$ cat config.mk
export PLATFORM = sky130hd
export DESIGN_NAME = cpwm_guard
export DESIGN_NICKNAME = d
export VERILOG_FILES = /design/src/inc/cpwm_pkg.sv /design/src/rtl/trip_debounce.sv /design/src/rtl/cpwm_guard.sv
export SDC_FILE = /design/constraint.sdc
export NUM_CORES = 1
export LEC_CHECK = 0
export BUFFER_PORTS_ARGS = -buffer_cell sky130_fd_sc_hd__buf_2
export CAP_MARGIN = 20
export CORE_MARGIN = 10
export CORE_UTILIZATION = 55
export CTS_CLUSTER_SIZE = 28
export DETAILED_ROUTE_END_ITERATION = 6
export GPL_TIMING_DRIVEN = 0
export HOLD_SLACK_MARGIN = 0.12
export PLACE_DENSITY = 0.79
export SLEW_MARGIN = 20
export SYNTH_ARGS = -nofsm -noshare
export SYNTH_HDL_FRONTEND = slang
export SYNTH_SLANG_ARGS = --single-unit
$ cat constraint.sdc
create_clock -name clk_sys_in -period 4.6 [get_ports clk_sys_in]
set_clock_uncertainty 0.15 [all_clocks]
set_input_delay 0.46 -clock clk_sys_in [delete_from_list [all_inputs] [get_ports clk_sys_in]]
set_output_delay 0.46 -clock clk_sys_in [all_outputs]
set_load 0.01 [all_outputs]
$ cat src/inc/cpwm_pkg.sv
// Shared constants and types for the complementary PWM stage with
// over-current guard.
// Assumes a single 40 MHz system clock that is also the high-speed clock.
package cpwm_pkg;

  // ****************************************************************
  // Register map (APB byte addresses, one 32-bit word each)
  // ****************************************************************
  localparam int             ADDR_W             = 8;
  localparam logic [7:0]     DEAD_CFG_ADDR [2]  = '{8'h00, 8'h04};
  localparam logic [7:0]     PIN_CTRL_ADDR      = 8'h08;
  localparam logic [7:0]     GUARD_CTRL_ADDR [2] = '{8'h0C, 8'h18};
  localparam logic [7:0]     GUARD_CFG_ADDR [2] = '{8'h10, 8'h1C};
  localparam logic [7:0]     DAC_CODE_ADDR [2]  = '{8'h14, 8'h20};
  localparam logic [7:0]     STATUS_ADDR        = 8'h24;

  // ****************************************************************
  // Field positions and reset values
  // ****************************************************************
  localparam int             DT_K_LSB           = 0;
  localparam int             DT_PRE_LSB         = 3;
  localparam int             PIN_USE_H_BIT      = 0;   // plus 2 per channel
  localparam int             PIN_USE_L_BIT      = 1;
  localparam int             PIN_SRC_B_BIT      = 4;   // plus 1 per channel
  localparam int             GC_MODE_LSB        = 6;
  localparam int             GC_PIN_LSB         = 4;
  localparam int             GF_FLAG_BIT        = 7;
  localparam int             GF_HYST_BIT        = 6;
  localparam int             GF_FILT_LSB        = 0;
  localparam logic [4:0]     DEAD_CFG_RST       = 5'h00;
  localparam logic [5:0]     PIN_CTRL_RST       = 6'h00;
  localparam logic [7:0]     GUARD_CTRL_RST     = 8'h00;
  localparam logic [3:0]     GUARD_CFG_RST      = 4'h0;
  localparam logic [7:0]     DAC_CODE_RST       = 8'h00;
  localparam logic           HIGH_SIDE_IDLE     = 1'b1;
  localparam logic           LOW_SIDE_IDLE      = 1'b0;

  // ****************************************************************
  // Encodings and timing
  // ****************************************************************
  localparam logic [1:0]     MODE_OFF           = 2'h0;
  localparam logic [1:0]     PIN_SENSE_A        = 2'h2;
  localparam logic [1:0]     PIN_SENSE_B        = 2'h3;
  localparam logic [1:0]     FILT_TICK_LAST     = 2'h3;   // filter clock = f_H / 4
  localparam logic [2:0]     FILT_NONE          = 3'h0;

  // Settings handed to the analog guard macro of one channel
  typedef struct packed {
    logic [1:0] mode;
    logic       sense_a;
    logic       sense_b;
    logic       hyst;
    logic [7:0] dac;
  } guard_analog_t;

endpackage : cpwm_pkg

$ cat src/rtl/trip_debounce.sv
// Digital debounce filter for one over-current comparator flag.
// Assumes level_in is already synchronised and tick_in is one clock wide.
`timescale 1ns/10ps
module trip_debounce (
  input  wire logic       clk_sys_in,   // f_H
  input  wire logic       reset_in,     // async, active high
  input  wire logic       tick_in,      // filter clock enable pulse
  input  wire logic       enable_in,    // guard channel enabled
  input  wire logic [2:0] filt_sel_in,  // debounce length code
  input  wire logic       level_in,     // synchronised comparator flag
  output logic            flag_out      // filtered trip flag
);
  import cpwm_pkg::*;

  logic [6:0] cnt_r;
  logic [6:0] limit_m1;

  // Code k asks for 2^k whole filter ticks of a steady new level
  assign limit_m1 = 7'((8'h01 << filt_sel_in) - 8'h01);

  always_ff @(posedge clk_sys_in or posedge reset_in)
  begin
    if (reset_in)
    begin
      flag_out <= 1'b0;
      cnt_r    <= 7'h00;
    end
    else if (!enable_in)
    begin
      flag_out <= 1'b0;
      cnt_r    <= 7'h00;
    end
    else if (filt_sel_in == FILT_NONE)
    begin
      flag_out <= level_in;
      cnt_r    <= 7'h00;
    end
    else if (level_in == flag_out)
      cnt_r    <= 7'h00;
    else if (tick_in)
    begin
      if (cnt_r == limit_m1)
      begin
        flag_out <= level_in;
        cnt_r    <= 7'h00;
      end
      else
        cnt_r    <= cnt_r + 7'h01;
    end
  end

  a_filter_bypass: assert property (@(posedge clk_sys_in) disable iff (reset_in)
    (enable_in && filt_sel_in == FILT_NONE) |=> (flag_out == $past(level_in)))
    else $error("unfiltered flag did not follow comparator");

  a_filter_hold_steady: assert property (@(posedge clk_sys_in) disable iff (reset_in)
    (enable_in && filt_sel_in != FILT_NONE && !tick_in) |=> $stable(flag_out))
    else $error("filtered flag changed without a filter tick");

endmodule : trip_debounce

$ cat src/rtl/cpwm_guard.sv
// Two-channel complementary PWM output stage with dead time insertion
// and two over-current guard channels, configured over APB.
// Assumes both timer PWM inputs are on clk_sys_in; comparator flags are
// asynchronous and come from the analog guard macro.
//
// Added by the designer: the placing of the registers and register access over APB.
`timescale 1ns/10ps

// Operation
// Each channel picks its PWM source from timer module A or timer module B.
// High-side output is active low, low-side output is active high.
// Dead time only when both high and low outputs of the pair are used.
// Every PWM edge holds both outputs off for the dead time first.
// Dead time clock is f_H divided by 1, 2, 4 or 8 per prescale code.
// Dead time with count code k lasts (k+1) dead time clock periods.
// Bits 7 to 5 of dead time configuration read zero, writes ignored.
// A trip forces enabled high sides high and low sides low logically.
// Each over-current event raises that guard channel's interrupt request.
// When the trip clears, forced outputs resume the PWM without software.
// Raw comparator flag is readable and debounced into the trip flag.
// Debounce filter runs at a quarter of f_H.
// An 8-bit DAC code register sets the comparator threshold.
// A hysteresis enable bit per guard channel switches comparator hysteresis.
// Each guard channel senses from one of two selectable input pins.
// Software should use non-inverting mode charging, inverting discharging.
// Per-output enable bits let a guard channel force that output off.
// Filter code 0 bypasses; code k needs about 2^k stable filter periods.
// Filtered trip flag reads 1 while over current, else 0.
// Mode 00 disables the guard; 01, 10, 11 enable it.
// Filter output changes only after the new level held long enough.
module cpwm_guard (
  input  wire logic                     clk_sys_in,       // f_H, 40 MHz
  input  wire logic                     reset_in,         // async, active high
  input  wire logic                     psel_in,          // APB select
  input  wire logic                     penable_in,       // APB enable
  input  wire logic                     pwrite_in,        // APB write
  input  wire logic [7:0]               paddr_in,         // APB byte address
  input  wire logic [31:0]              pwdata_in,        // APB write data
  output logic      [31:0]              prdata_out,       // APB read data
  output logic                          pready_out,       // APB ready
  output logic                          pslverr_out,      // APB error
  input  wire logic                     timer_a_pwm_in,   // timer module A PWM
  input  wire logic                     timer_b_pwm_in,   // timer module B PWM
  input  wire logic [1:0]               raw_compare_flag_in, // async comparator flags
  output logic      [1:0]               high_side_out,    // active low gate drive
  output logic      [1:0]               low_side_out,     // active high gate drive
  output cpwm_pkg::guard_analog_t [1:0] guard_analog_out, // analog guard settings
  output logic      [1:0]               trip_irq_out      // one-cycle event pulses
);
  import cpwm_pkg::*;

  // ****************************************************************
  // APB decode
  // ****************************************************************
  logic        wr_en;
  logic        hit_pin;
  logic        hit_status;
  logic [1:0]  hit_dead;
  logic [1:0]  hit_gctrl;
  logic [1:0]  hit_gcfg;
  logic [1:0]  hit_dac;
  logic        addr_hit;
  logic [5:0]  pin_ctrl_r;
  logic [4:0]  dead_cfg   [2];
  logic [7:0]  guard_ctrl [2];
  logic [3:0]  guard_cfg  [2];
  logic [7:0]  dac_code   [2];
  logic [1:0]  raw_flag;
  logic [1:0]  trip;
  logic [1:0]  force_h;
  logic [1:0]  force_l;
  logic [1:0]  filt_tick_cnt_r;
  logic        filt_tick;
  logic [31:0] rd_dead0;
  logic [31:0] rd_dead1;
  logic [31:0] rd_guard0;
  logic [31:0] rd_guard1;

  assign pready_out  = 1'b1;
  assign wr_en       = psel_in & penable_in & pwrite_in;
  assign hit_pin     = (paddr_in == PIN_CTRL_ADDR);
  assign hit_status  = (paddr_in == STATUS_ADDR);
  assign addr_hit    = hit_pin | hit_status | (|hit_dead) | (|hit_gctrl)
                     | (|hit_gcfg) | (|hit_dac);
  // Unmapped addresses answer with an error and read as zero
  assign pslverr_out = psel_in & penable_in & ~addr_hit;

  // Upper bits of each dead time word are never stored, so they read zero
  assign rd_dead0  = hit_dead[0] ? {27'h0, dead_cfg[0]} : 32'h0;
  assign rd_dead1  = hit_dead[1] ? {27'h0, dead_cfg[1]} : 32'h0;
  assign rd_guard0 = hit_gctrl[0] ? {24'h0, guard_ctrl[0]}
                   : hit_gcfg[0]  ? {24'h0, trip[0], guard_cfg[0][3], 3'h0,
                                     guard_cfg[0][2:0]}
                   : hit_dac[0]   ? {24'h0, dac_code[0]} : 32'h0;
  assign rd_guard1 = hit_gctrl[1] ? {24'h0, guard_ctrl[1]}
                   : hit_gcfg[1]  ? {24'h0, trip[1], guard_cfg[1][3], 3'h0,
                                     guard_cfg[1][2:0]}
                   : hit_dac[1]   ? {24'h0, dac_code[1]} : 32'h0;
  assign prdata_out = rd_dead0 | rd_dead1 | rd_guard0 | rd_guard1
                    | (hit_pin ? {26'h0, pin_ctrl_r} : 32'h0)
                    | (hit_status ? {28'h0, trip, raw_flag} : 32'h0);

  always_ff @(posedge clk_sys_in or posedge reset_in)
  begin
    if (reset_in)
      pin_ctrl_r <= PIN_CTRL_RST;
    else if (wr_en && hit_pin)
      pin_ctrl_r <= pwdata_in[5:0];
  end

  // ****************************************************************
  // Filter clock: one tick every fourth f_H cycle
  // ****************************************************************
  always_ff @(posedge clk_sys_in or posedge reset_in)
  begin
    if (reset_in)
      filt_tick_cnt_r <= 2'h0;
    else
      filt_tick_cnt_r <= filt_tick_cnt_r + 2'h1;
  end

  assign filt_tick = (filt_tick_cnt_r == FILT_TICK_LAST);

  a_filter_tick_rate: assert property (@(posedge clk_sys_in) disable iff (reset_in)
    filt_tick |=> !filt_tick [*3] ##1 filt_tick)
    else $error("filter tick is not one in four clocks");

  // ****************************************************************
  // Per-channel logic: guard channel i and output pair i
  // ****************************************************************
  for (genvar i = 0; i < 2; i++)
  begin : g_chan
    logic [4:0] dead_r;
    logic [7:0] gctrl_r;
    logic [3:0] gcfg_r;
    logic [7:0] dac_r;
    logic [2:0] sync_r;
    logic       raw_r;
    logic       trip_prev_r;
    logic       irq_r;
    logic       guard_on;
    logic       pwm;
    logic       pwm_prev_r;
    logic       pwm_edge;
    logic       use_h;
    logic       use_l;
    logic       dt_on;
    logic       dt_busy;
    logic [6:0] dt_load;
    logic [6:0] dt_cnt_r;
    logic       h_act;
    logic       l_act;
    logic       hi_pin_r;
    logic       lo_pin_r;
    logic [2:0] k_code;
    logic [1:0] pre_code;

    assign hit_dead[i]  = (paddr_in == DEAD_CFG_ADDR[i]);
    assign hit_gctrl[i] = (paddr_in == GUARD_CTRL_ADDR[i]);
    assign hit_gcfg[i]  = (paddr_in == GUARD_CFG_ADDR[i]);
    assign hit_dac[i]   = (paddr_in == DAC_CODE_ADDR[i]);
    assign dead_cfg[i]   = dead_r;
    assign guard_ctrl[i] = gctrl_r;
    assign guard_cfg[i]  = gcfg_r;
    assign dac_code[i]   = dac_r;

    // Configuration registers
    always_ff @(posedge clk_sys_in or posedge reset_in)
    begin
      if (reset_in)
      begin
        dead_r  <= DEAD_CFG_RST;
        gctrl_r <= GUARD_CTRL_RST;
        gcfg_r  <= GUARD_CFG_RST;
        dac_r   <= DAC_CODE_RST;
      end
      else if (wr_en)
      begin
        if (hit_dead[i])
          dead_r  <= pwdata_in[4:0];
        if (hit_gctrl[i])
          gctrl_r <= pwdata_in[7:0];
        if (hit_gcfg[i])
          gcfg_r  <= {pwdata_in[GF_HYST_BIT], pwdata_in[GF_FILT_LSB +: 3]};
        if (hit_dac[i])
          dac_r   <= pwdata_in[7:0];
      end
    end

    // Settings for the analog comparator, DAC and input switches
    always_ff @(posedge clk_sys_in or posedge reset_in)
    begin
      if (reset_in)
        guard_analog_out[i] <= '0;
      else
      begin
        guard_analog_out[i].mode    <= gctrl_r[GC_MODE_LSB +: 2];
        guard_analog_out[i].sense_a <= (gctrl_r[GC_PIN_LSB +: 2] == PIN_SENSE_A);
        guard_analog_out[i].sense_b <= (gctrl_r[GC_PIN_LSB +: 2] == PIN_SENSE_B);
        guard_analog_out[i].hyst    <= gcfg_r[3];
        guard_analog_out[i].dac     <= dac_r;
      end
    end

    // Comparator flag crossing: a change counts once stages two and three agree
    always_ff @(posedge clk_sys_in or posedge reset_in)
    begin
      if (reset_in)
      begin
        sync_r <= 3'h0;
        raw_r  <= 1'b0;
      end
      else
      begin
        sync_r <= {sync_r[1:0], raw_compare_flag_in[i]};
        if (sync_r[1] == sync_r[2])
          raw_r <= sync_r[2];
      end
    end

    assign raw_flag[i] = raw_r;
    assign guard_on    = (gctrl_r[GC_MODE_LSB +: 2] != MODE_OFF);

    trip_debounce u_debounce (
      .clk_sys_in  (clk_sys_in),
      .reset_in    (reset_in),
      .tick_in     (filt_tick),
      .enable_in   (guard_on),
      .filt_sel_in (gcfg_r[2:0]),
      .level_in    (raw_r),
      .flag_out    (trip[i])
    );

    // Rising trip flag is the over-current event
    always_ff @(posedge clk_sys_in or posedge reset_in)
    begin
      if (reset_in)
      begin
        trip_prev_r <= 1'b0;
        irq_r       <= 1'b0;
      end
      else
      begin
        trip_prev_r <= trip[i];
        irq_r       <= trip[i] & ~trip_prev_r;
      end
    end

    assign trip_irq_out[i] = irq_r;

    a_guard_off_clears: assert property (@(posedge clk_sys_in) disable iff (reset_in)
      !guard_on |=> !trip[i])
      else $error("disabled guard still shows a trip");

    a_irq_on_event: assert property (@(posedge clk_sys_in) disable iff (reset_in)
      $rose(trip[i]) |=> trip_irq_out[i] ##1 !trip_irq_out[i])
      else $error("trip event gave no single interrupt pulse");

    // Either guard may force this pair; enable bits sit at 2*i and 2*i+1
    assign force_h[i] = (trip[0] & guard_ctrl[0][2*i])
                      | (trip[1] & guard_ctrl[1][2*i]);
    assign force_l[i] = (trip[0] & guard_ctrl[0][2*i+1])
                      | (trip[1] & guard_ctrl[1][2*i+1]);

    // Output pair with dead time
    assign pwm      = pin_ctrl_r[PIN_SRC_B_BIT + i] ? timer_b_pwm_in
                                                    : timer_a_pwm_in;
    assign use_h    = pin_ctrl_r[PIN_USE_H_BIT + 2*i];
    assign use_l    = pin_ctrl_r[PIN_USE_L_BIT + 2*i];
    assign dt_on    = use_h & use_l;
    assign pwm_edge = pwm ^ pwm_prev_r;
    assign k_code   = dead_r[DT_K_LSB +: 3];
    assign pre_code = dead_r[DT_PRE_LSB +: 2];
    // Counting whole f_H cycles gives exactly (k+1) * 2^pre of them
    assign dt_load  = ({4'h0, k_code} + 7'h01) << pre_code;
    // The new side turns on as the count reaches one, so the gap is N clocks, not N+1
    assign dt_busy  = dt_on & (pwm_edge | (dt_cnt_r > 7'h01));
    assign l_act    = use_l & pwm & ~dt_busy;
    assign h_act    = use_h & ~pwm & ~dt_busy;

    always_ff @(posedge clk_sys_in or posedge reset_in)
    begin
      if (reset_in)
      begin
        pwm_prev_r <= 1'b0;
        dt_cnt_r   <= 7'h00;
      end
      else
      begin
        pwm_prev_r <= pwm;
        if (dt_on && pwm_edge)
          dt_cnt_r <= dt_load;
        else if (dt_cnt_r != 7'h00)
          dt_cnt_r <= dt_cnt_r - 7'h01;
      end
    end

    // Forcing acts on the logical level, then polarity is applied.
    // Forcing is live every cycle, so outputs recover as soon as trip falls.
    always_ff @(posedge clk_sys_in or posedge reset_in)
    begin
      if (reset_in)
      begin
        hi_pin_r <= HIGH_SIDE_IDLE;
        lo_pin_r <= LOW_SIDE_IDLE;
      end
      else
      begin
        hi_pin_r <= ~(h_act & ~force_h[i]);
        lo_pin_r <= l_act & ~force_l[i];
      end
    end

    assign high_side_out[i] = hi_pin_r;
    assign low_side_out[i]  = lo_pin_r;

    a_no_overlap: assert property (@(posedge clk_sys_in) disable iff (reset_in)
      dt_on |-> !(!high_side_out[i] && low_side_out[i]))
      else $error("both transistors of a pair driven on");

    a_edge_blanks_pair: assert property (@(posedge clk_sys_in) disable iff (reset_in)
      (dt_on && pwm_edge) |=> (high_side_out[i] && !low_side_out[i]))
      else $error("output asserted without dead time");

    a_dead_longest: assert property (@(posedge clk_sys_in) disable iff (reset_in)
      (dt_on && pwm_edge && dead_r == 5'h1F)
        |=> (dt_cnt_r == 7'h40) ##1 (dt_cnt_r == 7'h3F) [*1] ##62 (dt_cnt_r == 7'h01)
        or ##[0:62] pwm_edge)
      else $error("longest dead time is not 64 clocks");

    a_trip_forces_off: assert property (@(posedge clk_sys_in) disable iff (reset_in)
      (force_h[i] && force_l[i]) |=> (high_side_out[i] && !low_side_out[i]))
      else $error("tripped outputs were not forced inactive");

    a_unused_idle: assert property (@(posedge clk_sys_in) disable iff (reset_in)
      (!use_h |=> high_side_out[i]) and (!use_l |=> !low_side_out[i]))
      else $error("unused side of a pair was driven on");

    a_low_recovers: assert property (@(posedge clk_sys_in) disable iff (reset_in)
      ($fell(force_l[i]) && use_l && !dt_busy) |=> (low_side_out[i] == $past(pwm)))
      else $error("low side did not resume after trip cleared");
  end

endmodule : cpwm_guard

==> flow_summary.yaml, run 1 <==
outcome:
  outcome: "finished, final reports clean"
drt:
  wire_per_inst_microns: 19.3
  antenna_left: 0
  drc: 0
  avgViaCountPerCell: 5.84
  drt_iter0_markers: 516
  dr.pass1.iters: 5
  vias: 5539
  totalWireLength_microns: 18300
yosys:
  syn_inst: 658
  synth-seq-cells: 132
  yosysSeqAreaShare_pct: 47.9
  yosys.area_share.simple_pct: 14.8
  synth-xor-area-share_pct: 2.29
  synth_top_family_by_area: "simple AND/OR/NAND/NOR gates"
  yosys_warnings: 0
  synth_compound_area_share_pct: 13.7
  async_flop_share_pct: 100
  syn_area_sq_um: 6890
  synth_cell_types: 66
  synth_ff_type: "dfrtp_1"
  postSynthAreaPerCell_sq_um: 10.5
  synth-edff-count: 0
  synthMuxAreaShare_pct: 12.0
  synthAdderAreaFrac_pct: 2.29
timing:
  slew_headroom_pct: 48.0
  fin_crit_ns: 3.19
  finalSetupTns_ns: 0
  setup_viol: 0
  maxSlewViolCount: 0
  finalCritPeriodShare_pct: 69.4
  setup_ws_ns: 1.41
  fmax_ghz: 0.313
  rsz0062_at_grt: "no"
  tightest_slew_ns: 0.773
  hold_viol: 0
  hold_slack_ns: 0.171
global_routing:
  grt_pass1_wl_microns: 30000
  grt_max_degree: 78
  antenna_found_initial: 0
  grtUsageTotal_pct: 21.4
  overflow: 0
  first_global_vias: 5622
pwr:
  power_mw: 3.13
  p_int_mw: 2.32
  power_frac_seq_pct: 41.5
  clkPwrFrac_pct: 46.4
  power_frac_comb_pct: 12.0
  power.density_nw_per_um2: 381
  peakVddDrop_uv: 365
  sw_frac_of_total_pct: 25.8
  switchingPower_mw: 0.805
  leakagePower_nw: 3.92
critical_path:
  worstPathRequired_ns: 4.80
  max_stage_delay_ns: 0.39
  criticalPathCategory: "register to register"
  crit_slowest_cell: "nor3_1"
  crit_buf_inv: 3
  crit_path_cell_trace: "buf_2 > nor3_1 > inv_1 > ha_1 > buf_2 > o211a_1 > a211oi_1 > xor2_1 > nand3_1 > o21ai_0 > mux2i_1"
  crit_family: "compound AO/OA/AOI/OAI gates"
  critPathLaunchType: "register"
  critPathMostFrequentCell: "buf_2"
  crit_fanout: 10
  cp-end-kind: "register"
  cp.arrival_ns: 3.39
cts:
  clock_sinks: 132
  cts.repair.resized: 0
  cts_setup_buffers: 0
  cts_hold_buffers: 3
  clkTransAtPathRegs_ns: 0.06
  h-tree-depth: 4
  clk_latency_ns: 0.44
  cts_max_path_buffers: 2
  cts_tree: "yes"
  root_buffer: "clkbuf_16"
  cts_made_buffers: 17
floorplan:
  die_area_sq_um: 17400
  core_area_sq_um: 12200
  num_rows: 40
  initial_core_util_pct: 56.7
  die_h_microns: 132
  io_pins: 115
  die_w_microns: 132
layout:
  mostFrequentLayoutCells: "dfrtp_1, buf_2, mux2_2, nand2_1, o21ai_0"
  syn2layout_area_growth_pct: 19.1
  final_common_cell: "dfrtp_1"
  n_fill_cell: 910
  diodes: 0
  fin_nets: 828
  post_route_cells_drive_above_1_share_pct: 27.4
min_path:
  hp-class: "input pin to register"
placed_design:
  place_congestion: 0.978
  portBuffers: 64
  dp_slack_ns: 1.45
  dp_hpwl_microns: 13200
flow_run:
  drv_cap: 0
==> per-layer routing <==
layer	up-vias	share of wire, %	track usage [%]
li1	2552	-	-
met1	2697	43	27.5
met2	247	45	31.8
met3	43	9.1	8.16
met4	0	2.3	8.59
met5	-	0	0
==> cells in the mapped netlist, types with 12 or more instances <==
| master | count | area share, % |
|---|---|---|
| buf_4 | 31 | 3.4 |
| mux2_2 | 60 | 9.8 |
| o211ai_1 | 12 | 1.3 |
| nand2_1 | 48 | 2.6 |
| a21oi_1 | 28 | 2.0 |
| and3_1 | 12 | 1.1 |
| o21ai_0 | 32 | 2.3 |
| inv_1 | 20 | 1.1 |
| clkbuf_1 | 14 | 0.76 |
| nor2_1 | 31 | 1.7 |
| nor3_1 | 13 | 0.94 |
| dfrtp_1 | 130 | 47 |
| a22oi_1 | 14 | 1.5 |
| nor2b_1 | 16 | 1.5 |
| mux2i_1 | 15 | 2.2 |
| nand3_1 | 26 | 1.9 |
==> power groups by stage <==
stage                     Combinational (mW)  Sequential, mW  Clock [mW]
after floorplan                        0.276            1.30           0
after detailed placement               0.367            1.32           0
final                                  0.376            1.30        1.45
after CTS                              0.373            1.30        1.45
after global placement                 0.347            1.31           0
after global routing                   0.428            1.31        1.51
==> path summary, 6_finish.rpt <==
check                                     from                             to  slack [ns]  cells past startpoint
setup / recovery           g_chan[1].gcfg_r[0]  g_chan[1].u_debounce.flag_out        1.41                     11
hold / removal                    pwdata_in[5]             g_chan[1].dac_r[5]        0.17                      2
setup reg to reg           g_chan[1].gcfg_r[0]  g_chan[1].u_debounce.flag_out        1.41                     11
hold reg to reg            g_chan[1].sync_r[0]            g_chan[1].sync_r[1]        0.21                      0
max in group asynchronous             reset_in             g_chan[1].hi_pin_r        2.99                      4
min in group asynchronous             reset_in  g_chan[1].u_debounce.cnt_r[5]        0.55                      3
==> metrics by stage <==
| stage | cell area [sq um] | util, % | instances |
|---|---|---|---|
| after detailed placement | 7540 | 62.0 | 914 |
| after global placement | 7510 | 61.8 | 913 |
| final | 8210 | 67.5 | 949 |
| after global routing | 8210 | 67.5 | 949 |
| after CTS | 8210 | 67.5 | 949 |
| after floorplan | 6980 | - | 681 |
==> cell type report <==
type / instances / area, sq um / share of cell area, %
Multi-Input combinational cell: 465 / 3200 / 39.0
Timing Repair Buffer: 68 / 378 / 4.60
Buffer: 63 / 394 / 4.80
Tap cell: 168 / 210 / 2.56
Inverter: 21 / 83.8 / 1.02
Sequential cell: 132 / 3310 / 40.3
Clock inverter: 12 / 179 / 2.18
Clock buffer: 20 / 457 / 5.56
==> sequential cells by signal, indices dropped and copies added (netlist names), 6 cells and up <==
register / flops
guard_analog_out: 26
pin_ctrl_r: 6
g_chan.sync_r: 6
g_chan.dac_r: 16
g_chan.gctrl_r: 16
g_chan.u_debounce.cnt_r: 14
g_chan.gcfg_r: 8
g_chan.dead_r: 10
g_chan.dt_cnt_r: 14
==> cells by family after synthesis <==
logic type | count (synthesis)
mux | 75
buf+inv | 84
fa+ha+maj | 13
flops | 132
xor+xnor | 18
other cells | 2
simple gates | 193
compound gates | 141
Note: power is estimated with default switching activity, not from simulation.
==> inputs of run 2 (changes only) <==
Settings changed: CORE_UTILIZATION 55 to 51, PLACE_DENSITY 0.79 to 0.77.
Clock period 4.6 ns to 2.8 ns, I/O delays scaled along.
==> flow_summary.yaml, run 2 (synthesis gave the netlist of run 1 again) <==
pwr:
  power.density_nw_per_um2: 606
  power_mw: 5.19
  leakagePower_nw: 4.03
  peakVddDrop_uv: 472
timing:
  hold_viol: 0
  fmax_ghz: 0.368
  tightest_slew_ns: 0.756
  slew_headroom_pct: 49.1
  maxSlewViolCount: 0
  setup_viol: 0
  fin_crit_ns: 2.72
  finalCritPeriodShare_pct: 97.2
min_path:
  hold_depth: 2
  hp-class: "input pin to register"
  min_to: "g_chan[1].dead_r[2]"
  hp-start: "pwdata_in[2]"
placed_design:
  dpl.cell_count: 925
  dp_hpwl_microns: 13100
  portBuffers: 64
  place_congestion: 0.931
critical_path:
  reg2regPathDepth: 11
  crit_path_cell_trace: "buf_6 > nor2_4 > nand2_4 > ha_2 > buf_6 > xor2_2 > or2_1 > a31oi_2 > o32ai_4 > o211ai_1 > a21oi_1"
  reg2reg_from: "g_chan[0].gcfg_r[1]"
  crit_slowest_cell: "o32ai_4"
  crit_fanout: 10
  r2r-end: "g_chan[0].u_debounce.cnt_r[1]"
  cp.arrival_ns: 2.91
  crit_family: "compound AO/OA/AOI/OAI gates"
  crit_buf_inv: 2
  critPathMostFrequentCell: "buf_6"
  reg2reg_setup_slack_ns: 0.08
  cp-end-kind: "register"
  critPathLaunchType: "register"
  criticalPathCategory: "register to register"
  worstPathRequired_ns: 2.99
  max_stage_delay_ns: 0.52
global_routing:
  grt_use_met3_pct: 6.05
  first_global_vias: 5655
  grt_max_degree: 37
  grt_pass1_wl_microns: 29700
  grtUsageTotal_pct: 20.3
  antenna_found_initial: 1
  globalRouteMet2Util_pct: 32.1
  busiest_layer: "met2"
  use_met1_pct: 25.7
  overflow: 0
drt:
  dr.pass1.iters: 5
  drc: 0
  avgViaCountPerCell: 5.82
  wire_per_inst_microns: 19.3
  antenna_left: 0
  totalWireLength_microns: 18800
  drt_iter0_markers: 494
  vias: 5671
floorplan:
  die_w_microns: 136
  num_rows: 42
  die_area_sq_um: 18600
  initial_core_util_pct: 52.1
  core_area_sq_um: 13200
  die_h_microns: 136
  io_pins: 115
layout:
  regMostFlops: "guard_analog_out"
  syn2layout_area_growth_pct: 24.2
  final_cells: 974
  largest_reg_flops: 26
  post_route_cells_drive_above_1_share_pct: 30.0
  final_common_cell: "dfrtp_1"
  mostFrequentLayoutCells: "dfrtp_1, buf_2, mux2_2, nand2_1, buf_4"
  reg_top3: "guard_analog_out: 26 flops, g_chan.dac_r: 16 flops, g_chan.gctrl_r: 16 flops"
  fin_nets: 844
cts:
  clkTransAtPathRegs_ns: 0.06
  root_buffer: "clkbuf_16"
  h-tree-depth: 4
  cts_made_buffers: 17
  clk_latency_ns: 0.43
  clock_sinks: 132
  cts_tree: "yes"
  cts_max_path_buffers: 2
outcome:
  outcome: "finished, final reports clean"
flow_run:
  drv_cap: 0
[run 2: cell count changes in the layout (fill, tap and decap cells not counted), moves of 2 or more]
cell and delta:
buf_2 -3, buf_4 +5, nor4_1 -3, nor2_1 -2, buf_12 +2, dlygate4sd3_1 +9
nor4_2 +3, clkbuf_4 +2
[run 2: through the flow]
| stage | hold slack, ns | utilization (%) | setup TNS, ns | setup WS (ns) | instance area [sq um] |
|---|---|---|---|---|---|
| after floorplan | 0.161 | - | 0 | 0.237 | 6980 |
| after global placement | 0.187 | 56.8 | -0.155 | -0.155 | 7520 |
| after detailed placement | 0.176 | 57.5 | -0.311 | -0.227 | 7620 |
| after CTS | 0.124 | 63.6 | -0.00612 | -0.00612 | 8420 |
| after global routing | 0.123 | 64.7 | -0.159 | -0.0607 | 8560 |
| final | 0.131 | 64.7 | 0 | 0.0790 | 8560 |
[run 2: repair_timing]
| item | CTS | global route |
|---|---|---|
| endpoints found under the setup margin | 11 | 15 |
| resized for setup | 6 | 24 |
| hold endpoints to repair | 109 | 0 |
| buffers inserted | 0 | 4 |
| pin swaps | 1 | 8 |
| hold buffers | 12 | 0 |
[run 2: worst max-delay path by stage]
stage / start / end / slack [ns] / cells after the start
after floorplan: g_chan[0].gcfg_r[1] / g_chan[0].u_debounce.flag_out / 0.24 / 10
after global placement: g_chan[1].gcfg_r[0] / g_chan[1].u_debounce.flag_out / -0.15 / 11
after detailed placement: g_chan[1].gcfg_r[0] / g_chan[1].u_debounce.flag_out / -0.23 / 11
after CTS: g_chan[0].gcfg_r[1] / g_chan[0].u_debounce.cnt_r[3] / -0.006 / 11
after global routing: g_chan[0].gcfg_r[1] / g_chan[0].u_debounce.cnt_r[4] / -0.06 / 11
final: g_chan[0].gcfg_r[1] / g_chan[0].u_debounce.cnt_r[1] / 0.08 / 11
[run 2: metal layers]
| layer | vias up | share of wire [%] |
|---|---|---|
| met3 | 42 | 9.0 |
| met1 | 2765 | 42 |
| met2 | 271 | 47 |
| met4 | 0 | 2.7 |
| li1 | 2593 | - |
| met5 | - | 0 |
[run 2: cell type report]
class,count,area [sq um]
flip-flops and latches,132,3310
well taps,176,220
diodes,1,2.50
fillers,1022,4680
clock inverters,11,174
inverters,21,82.6
multi-input cells,465,3340
plain buffers,63,402
clock buffers,21,470
repair buffers,84,566
[run 2: worst register-to-register path, cell delays in order (launching register included)]
cell      delay (ns)
dfrtp_1         0.40
buf_6           0.16
nor2_4          0.16
nand2_4         0.10
ha_2            0.21
buf_6           0.14
xor2_2          0.15
or2_1           0.15
a31oi_2         0.12
o32ai_4         0.52
o211ai_1        0.19
a21oi_1         0.20
[run 2: where the power goes]
group | switching (mW) | total (mW) | internal [mW]
combinational | 0.372 | 0.666 | 0.293
clock | 0.826 | 2.39 | 1.56
sequential | 0.110 | 2.13 | 2.02
